==> src/sbdc_consts.svh <==
// Register offsets, field positions, reset values and timing figures of the SYSREF bank
`ifndef SBDC_CONSTS_SVH
`define SBDC_CONSTS_SVH
`define SBDC_ADDR_POWER 8'h18
`define SBDC_ADDR_BIAS_DLY 8'h19
`define SBDC_ADDR_FB_LOW 8'h1a
`define SBDC_ADDR_IN_DIV 8'h1b
`define SBDC_BIT_POWERDOWN 7
`define SBDC_BIT_BIAS_TYPE 7
`define SBDC_MULT_MSB 6
`define SBDC_MULT_LSB 5
`define SBDC_BIT_FB_MSB 0
`define SBDC_BIT_ALIGN_SEL 7
`define SBDC_RST_POWERDOWN 1'h0
`define SBDC_RST_BIAS_TYPE 1'h0
`define SBDC_RST_MULT 2'h0
`define SBDC_RST_FB_DIV 9'h010
`define SBDC_RST_IN_DIV 7'h08
`define SBDC_RST_ALIGN_SEL 1'h0
`define SBDC_OSC_KHZ 983040
`define SBDC_STEP_DIVISOR 8
`define SBDC_BASE_STEP_PS 10'h083
`define SBDC_ALIGN_DIV_LOW 6'h18
`define SBDC_ALIGN_DIV_HIGH 6'h30
`endif

==> src/sbdc_pkg.sv <==
// Types shared by the SYSREF bias and delay control bank
package sbdc_pkg;
  typedef enum logic [1:0] {
    SBDC_IDLE = 2'b00,
    SBDC_RUN = 2'b01
  } sbdc_stage_e;

  typedef struct packed {
    logic powered;
    logic crosspoint;
    logic q_true;
    logic q_comp;
  } sbdc_drive_s;

  typedef struct packed {
    logic powerdown;
    logic bias_type;
    logic [1:0] delay_unit_multiplier;
  } sbdc_ctrl_s;
endpackage

==> src/sbdc_out_stage.sv <==
// One SYSREF output leg pair: idle level, start on first rising edge, static modes
`timescale 1ns/1ns
`include "sbdc_consts.svh"
module sbdc_out_stage
  import sbdc_pkg::*;
(
  input wire logic clk_in,
  input wire logic rstn_in,
  input wire sbdc_ctrl_s ctrl_in,
  input wire logic bias_bit_in,
  input wire logic lvpecl_in,
  input wire logic sref_level_in,
  input wire logic sref_rise_in,
  output sbdc_stage_e state_out,
  output sbdc_drive_s drive_out
);
  sbdc_stage_e state_reg;
  sbdc_drive_s drive_reg;
  logic lvds_bias;
  logic static_hold;

  // Bias bits only shape LVDS outputs
  assign lvds_bias = ~lvpecl_in & ctrl_in.bias_type;
  assign static_hold = ~lvpecl_in & bias_bit_in;

  always_ff @(posedge clk_in) begin
    if (!rstn_in) begin
      state_reg <= SBDC_IDLE;
    end else begin
      case (state_reg)
        SBDC_IDLE: begin
          if (!ctrl_in.powerdown && sref_rise_in && !static_hold) begin
            state_reg <= SBDC_RUN;
          end
        end
        SBDC_RUN: begin
          if (ctrl_in.powerdown || static_hold) begin
            state_reg <= SBDC_IDLE;
          end
        end
        default: state_reg <= SBDC_IDLE;
      endcase
    end
  end

  always_ff @(posedge clk_in) begin
    if (!rstn_in) begin
      drive_reg <= '{powered: 1'b1, crosspoint: 1'b0, q_true: 1'b0, q_comp: 1'b1};
    end else if (ctrl_in.powerdown) begin
      drive_reg <= '{powered: 1'b0, crosspoint: 1'b0, q_true: 1'b0, q_comp: 1'b1};
    end else if (state_reg == SBDC_RUN && !static_hold) begin
      drive_reg <= '{powered: 1'b1, crosspoint: 1'b0, q_true: sref_level_in,
                     q_comp: ~sref_level_in};
    end else if (lvds_bias) begin
      drive_reg <= '{powered: 1'b1, crosspoint: 1'b1, q_true: 1'b0, q_comp: 1'b0};
    end else begin
      drive_reg <= '{powered: 1'b1, crosspoint: 1'b0, q_true: 1'b0, q_comp: 1'b1};
    end
  end

  assign state_out = state_reg;
  assign drive_out = drive_reg;
endmodule

==> src/sbdc_bank.sv <==
// SYSREF power, bias type, delay unit and calibration divider register bank
`timescale 1ns/1ns
`include "sbdc_consts.svh"
module sbdc_bank
  import sbdc_pkg::*;
#(
  parameter int NUM_OUT = 8
) (
  input wire logic clk_in,
  input wire logic rstn_in,
  input wire logic cfg_wr_in,
  input wire logic cfg_rd_in,
  input wire logic [7:0] cfg_addr_in,
  input wire logic [7:0] cfg_wdata_in,
  output logic [7:0] cfg_rdata_out,
  input wire logic sref_pin_in,
  input wire logic [NUM_OUT-1:0] out_bias_in,
  input wire logic [NUM_OUT-1:0] out_lvpecl_in,
  output sbdc_drive_s [NUM_OUT-1:0] drive_out,
  output logic [2:0] delay_mult_out,
  output logic [9:0] delay_step_ps_out,
  output logic [8:0] cal_feedback_divider_out,
  output logic [6:0] cal_input_divider_out,
  output logic [5:0] align_ref_div_out
);
  if (NUM_OUT < 1 || NUM_OUT > 16) begin : g_bad_num_out
    $error("NUM_OUT must be 1 to 16");
  end

  sbdc_ctrl_s ctrl_reg;
  logic [8:0] fb_div_reg;
  logic [6:0] in_div_reg;
  logic align_sel_reg;
  logic [7:0] rdata_reg;
  logic [7:0] rdata_next;
  logic sref_meta_reg;
  logic sref_sync_reg;
  logic sref_prev_reg;
  logic sref_rise;
  sbdc_stage_e [NUM_OUT-1:0] stage_state;

  // Power, bias type, delay multiplier and feedback divider in one shared process
  always_ff @(posedge clk_in) begin
    if (!rstn_in) begin
      ctrl_reg.powerdown <= `SBDC_RST_POWERDOWN;
      ctrl_reg.bias_type <= `SBDC_RST_BIAS_TYPE;
      ctrl_reg.delay_unit_multiplier <= `SBDC_RST_MULT;
      fb_div_reg <= `SBDC_RST_FB_DIV;
    end else if (cfg_wr_in) begin
      case (cfg_addr_in)
        `SBDC_ADDR_POWER: begin
          ctrl_reg.powerdown <= cfg_wdata_in[`SBDC_BIT_POWERDOWN];
        end
        `SBDC_ADDR_BIAS_DLY: begin
          ctrl_reg.bias_type <= cfg_wdata_in[`SBDC_BIT_BIAS_TYPE];
          ctrl_reg.delay_unit_multiplier <= cfg_wdata_in[`SBDC_MULT_MSB:`SBDC_MULT_LSB];
          fb_div_reg[8] <= cfg_wdata_in[`SBDC_BIT_FB_MSB];
        end
        `SBDC_ADDR_FB_LOW: begin
          fb_div_reg[7:0] <= cfg_wdata_in;
        end
        default: begin
        end
      endcase
    end
  end

  // Align divider select and input divider
  always_ff @(posedge clk_in) begin
    if (!rstn_in) begin
      align_sel_reg <= `SBDC_RST_ALIGN_SEL;
      in_div_reg <= `SBDC_RST_IN_DIV;
    end else if (cfg_wr_in && cfg_addr_in == `SBDC_ADDR_IN_DIV) begin
      align_sel_reg <= cfg_wdata_in[`SBDC_BIT_ALIGN_SEL];
      in_div_reg <= cfg_wdata_in[6:0];
    end
  end

  // Read mux, reserved bits and unmapped addresses read zero
  always_comb begin
    rdata_next = 8'h00;
    case (cfg_addr_in)
      `SBDC_ADDR_POWER: rdata_next[`SBDC_BIT_POWERDOWN] = ctrl_reg.powerdown;
      `SBDC_ADDR_BIAS_DLY: begin
        rdata_next = {ctrl_reg.bias_type, ctrl_reg.delay_unit_multiplier, 4'h0, fb_div_reg[8]};
      end
      `SBDC_ADDR_FB_LOW: rdata_next = fb_div_reg[7:0];
      `SBDC_ADDR_IN_DIV: rdata_next = {align_sel_reg, in_div_reg};
      default: rdata_next = 8'h00;
    endcase
  end

  always_ff @(posedge clk_in) begin
    if (!rstn_in) begin
      rdata_reg <= 8'h00;
    end else if (cfg_rd_in) begin
      rdata_reg <= rdata_next;
    end
  end

  // SYSREF input synchroniser and rising edge
  always_ff @(posedge clk_in) begin
    if (!rstn_in) begin
      sref_meta_reg <= 1'b0;
      sref_sync_reg <= 1'b0;
      sref_prev_reg <= 1'b0;
    end else begin
      sref_meta_reg <= sref_pin_in;
      sref_sync_reg <= sref_meta_reg;
      sref_prev_reg <= sref_sync_reg;
    end
  end

  assign sref_rise = sref_sync_reg & ~sref_prev_reg;

  genvar gi;
  generate
    for (gi = 0; gi < NUM_OUT; gi++) begin : g_out
      sbdc_out_stage u_stage (
        .clk_in(clk_in),
        .rstn_in(rstn_in),
        .ctrl_in(ctrl_reg),
        .bias_bit_in(out_bias_in[gi]),
        .lvpecl_in(out_lvpecl_in[gi]),
        .sref_level_in(sref_sync_reg),
        .sref_rise_in(sref_rise),
        .state_out(stage_state[gi]),
        .drive_out(drive_out[gi])
      );
    end
  endgenerate

  // Delay step in ps scales the base unit by 1 + multiplier
  assign delay_mult_out = 3'(ctrl_reg.delay_unit_multiplier) + 3'h1;
  assign delay_step_ps_out = 10'(`SBDC_BASE_STEP_PS * delay_mult_out);
  assign cal_feedback_divider_out = fb_div_reg;
  assign cal_input_divider_out = in_div_reg;
  assign align_ref_div_out = align_sel_reg ? `SBDC_ALIGN_DIV_HIGH : `SBDC_ALIGN_DIV_LOW;
  assign cfg_rdata_out = rdata_reg;
endmodule

==> config.mk <==
export PLATFORM = sky130hd
export DESIGN_NAME = sbdc_bank
export DESIGN_NICKNAME = d
export VERILOG_FILES = /design/src/sbdc_pkg.sv /design/src/sbdc_out_stage.sv /design/src/sbdc_bank.sv
export VERILOG_INCLUDE_DIRS = /design/src /design/src/src
export SDC_FILE = /design/constraint.sdc
export NUM_CORES = 1
export LEC_CHECK = 0
export BUFFER_PORTS_ARGS = -buffer_cell sky130_fd_sc_hd__buf_2
export CAP_MARGIN = 20
export CORE_MARGIN = 2
export CORE_UTILIZATION = 28
export CTS_CLUSTER_SIZE = 25
export DETAILED_ROUTE_END_ITERATION = 6
export PLACE_DENSITY_LB_ADDON = 0.08
export SLEW_MARGIN = 10
export SYNTH_ARGS = -nofsm -noshare
export SYNTH_HDL_FRONTEND = slang
export SYNTH_HIERARCHICAL = 1
export SYNTH_SLANG_ARGS = --single-unit
==> constraint.sdc <==
create_clock -name clk_in -period 2.6 [get_ports clk_in]
set_input_delay 0.26 -clock clk_in [delete_from_list [all_inputs] [get_ports clk_in]]
set_output_delay 0.26 -clock clk_in [all_outputs]
set_load 0.02 [all_outputs]
==> parameters.txt <==
Parameter                              Value

Outcome
  Status    completed

Floorplan
  Floorplan row count    37
  Total Die Area    11400 um^2
  Starting density of the core    28.8%
  Number of primary I/O pins    112
  Core footprint    10300 um^2
  Die outline height    107 um
  Horizontal extent of the die    107 um

Clocking
  Clock Latency Late Sink    340 ps
  Number of buffers between clock root and the deepest sink    2
  Clock sinks    72
  Resized cells post-CTS    0
  CTS H-tree depth    3
  Clk pin slew, worst setup/hold paths    70 ps
  CTS root buffer    clkbuf_8
  Hold-fix buffers, CTS    0
  Post-CTS Setup Repair Bufs    0
  Total clock buffers created by CTS    9
  TritonCTS clock tree    yes

Route
  Average detailed-routed wire length per instance    13.1 um
  Wire length after detailed routing    7350 um
  Iter 0 DRT Violations    77
  Post-detailed-route via-to-cell ratio    4.32
  Number of iterations in the first detailed-routing pass    4
  Sum of met2 wire segment lengths after detailed routing    3300 um
  Detailed-route via count    2417
  Metal1 wirelength    3500 um
  Met3 Routed Length    475 um
  DRC viols    0
  Top layer reached by signal wires    met4
  Post-DRT Antenna Nets    0

Pwr
  Worst VDD drop    276 uV
  Pwr Density    556 nW/um^2
  P_leak    1.66 nW

Worst setup path
  Endpoint of the most critical register-to-register path    g_out[0].u_stage/state_out[0]
  Arr. time, crit path    1610 ps
  CP startpoint kind    flip-flop
  Setup crit end kind    primary output
  Class of the most critical setup path    reg2out
  Highest net fanout along the worst path    6
  FF-to-FF setup slack    1150 ps
  R2r worst-path depth    3
  Launch point of the worst reg-to-reg path    sref_sync_reg
  Data required time of the worst path    2340 ps

Placed design
  Post-Place Setup Slack    778 ps
  Gp weighted congestion    0.793
  Buffers added on ports    105
  Cell count after placement    544
  Half-perimeter wire length of the detailed placement result    5380 um

Yosys
  Netlist area before placement    2970 um^2
  Post-Synthesis Cells    316
  Number of synthesis warnings    6
  Synth Area per Inst    9.40 um^2

Timing
  Fmax    534 MHz
  Slew of the pin with the lowest slew margin    625 ps
  Total setup violations reported at the end of the flow    0
  Min setup slack post-route    729 ps
  Setup repair after global routing missed its margin    false
  Worst slew margin relative to its limit    58.2%
  Final Cycle Share    72.0%
  Shortest period the worst path allows    1870 ps
  Total count of max-transition violations in the final report    0
  Total negative setup slack    0 ps
  Count of final hold-check violations    0
  Worst clock skew on the final layout    9.15 ps

Hold path
  Hold Crit Depth    2
  Launch point of the worst hold path    sref_pin_in
  Class of the tightest hold or removal check    in2reg
  Hold endpoint    sref_meta_reg

GRT
  Antenna violations before repair    0
  Via count of the first global-routing pass    2347
  Residual overflow from global routing    0
  Pin count of the biggest net entering global routing    24
  First-pass GRT wire length    11800 um
  Global-route usage over all layers    13.4%

Final layout
  Share of final-layout standard cells stronger than drive strength 1    33.8%
  # diodes    0
  # nets final    462
  Number of cells in the finished layout apart from fillers    559
  Flip-flop count of the largest register, all copies and words added    32
  Signed area change from the synthesized netlist to the final layout    27.0%

Run
  Number of max-cap violations    0
==> worst max path at each step <==
stage	endpoint	cells past startpoint	from	slack, ps
floorplan	delay_step_ps_out[1]	3	ctrl_reg[0]	880
global placement	align_sel_reg	4	cfg_addr_in[5]	820
detailed placement	cal_feedback_divider_out[6]	4	cfg_addr_in[5]	780
CTS	delay_step_ps_out[4]	5	ctrl_reg[0]	680
global route	delay_step_ps_out[4]	5	ctrl_reg[0]	590
finish	delay_step_ps_out[4]	4	ctrl_reg[0]	730
==> critical path, cell delays in order, from the launching register on <==
cell and delay, ps:
dfxtp_1 440, inv_1 150, ha_1 370, a21o_1 170, buf_2 150
==> stage by stage <==
| stage | total power, mW | area (um^2) | utilization, % | hold WS, ps |
|---|---|---|---|---|
| 2_1_floorplan | 1.22 | 2980 | - | 330 |
| 3_3_place_gp | 1.27 | 3580 | 34.7 | 418 |
| 3_5_place_dp | 1.27 | 3580 | 34.7 | 425 |
| 4_1_cts | 2.14 | 3770 | 36.5 | 110 |
| 5_1_grt | 2.20 | 3770 | 36.5 | 103 |
| 6_report | 2.10 | 3770 | 36.5 | 125 |
==> cell type report <==
type | count | area (um^2)
Fill cell | 1065 | 6550
Clock inverter | 6 | 61.3
Multi-Input combinational cell | 201 | 1320
Timing Repair Buffer | 108 | 548
Inverter | 27 | 101
Tap cell | 136 | 170
Clock buffer | 9 | 124
Sequential cell | 72 | 1440
==> where the power goes <==
| part | internal, mW | switching [mW] | total [mW] |
|---|---|---|---|
| combinational | 0.0465 | 0.0801 | 0.127 |
| sequential | 1.11 | 0.00733 | 1.12 |
| clock | 0.434 | 0.418 | 0.852 |
==> routing by layer <==
metal  global-route usage, %  vias to the layer above
met2                    21.7                       80
met3                    5.17                        7
li1                        -                     1225
met4                    3.34                        0
met5                       0                        -
met1                    16.9                     1105
==> placed cells by master, fill, tap and decap left out, types with 4 or more instances in the layout <==
cell type / n
nor2b_1: 19
mux2i_1: 21
nor2_1: 24
a211oi_2: 8
mux2_2: 7
a32o_1: 4
o21ai_0: 19
clkbuf_8: 9
inv_1: 27
dfxtp_1: 72
nand2_1: 45
conb_1: 6
buf_2: 105
nand3b_1: 5
and2_1: 12
a21oi_1: 8
ha_1: 6
No activity file was read; power rests on OpenSTA's default activity.
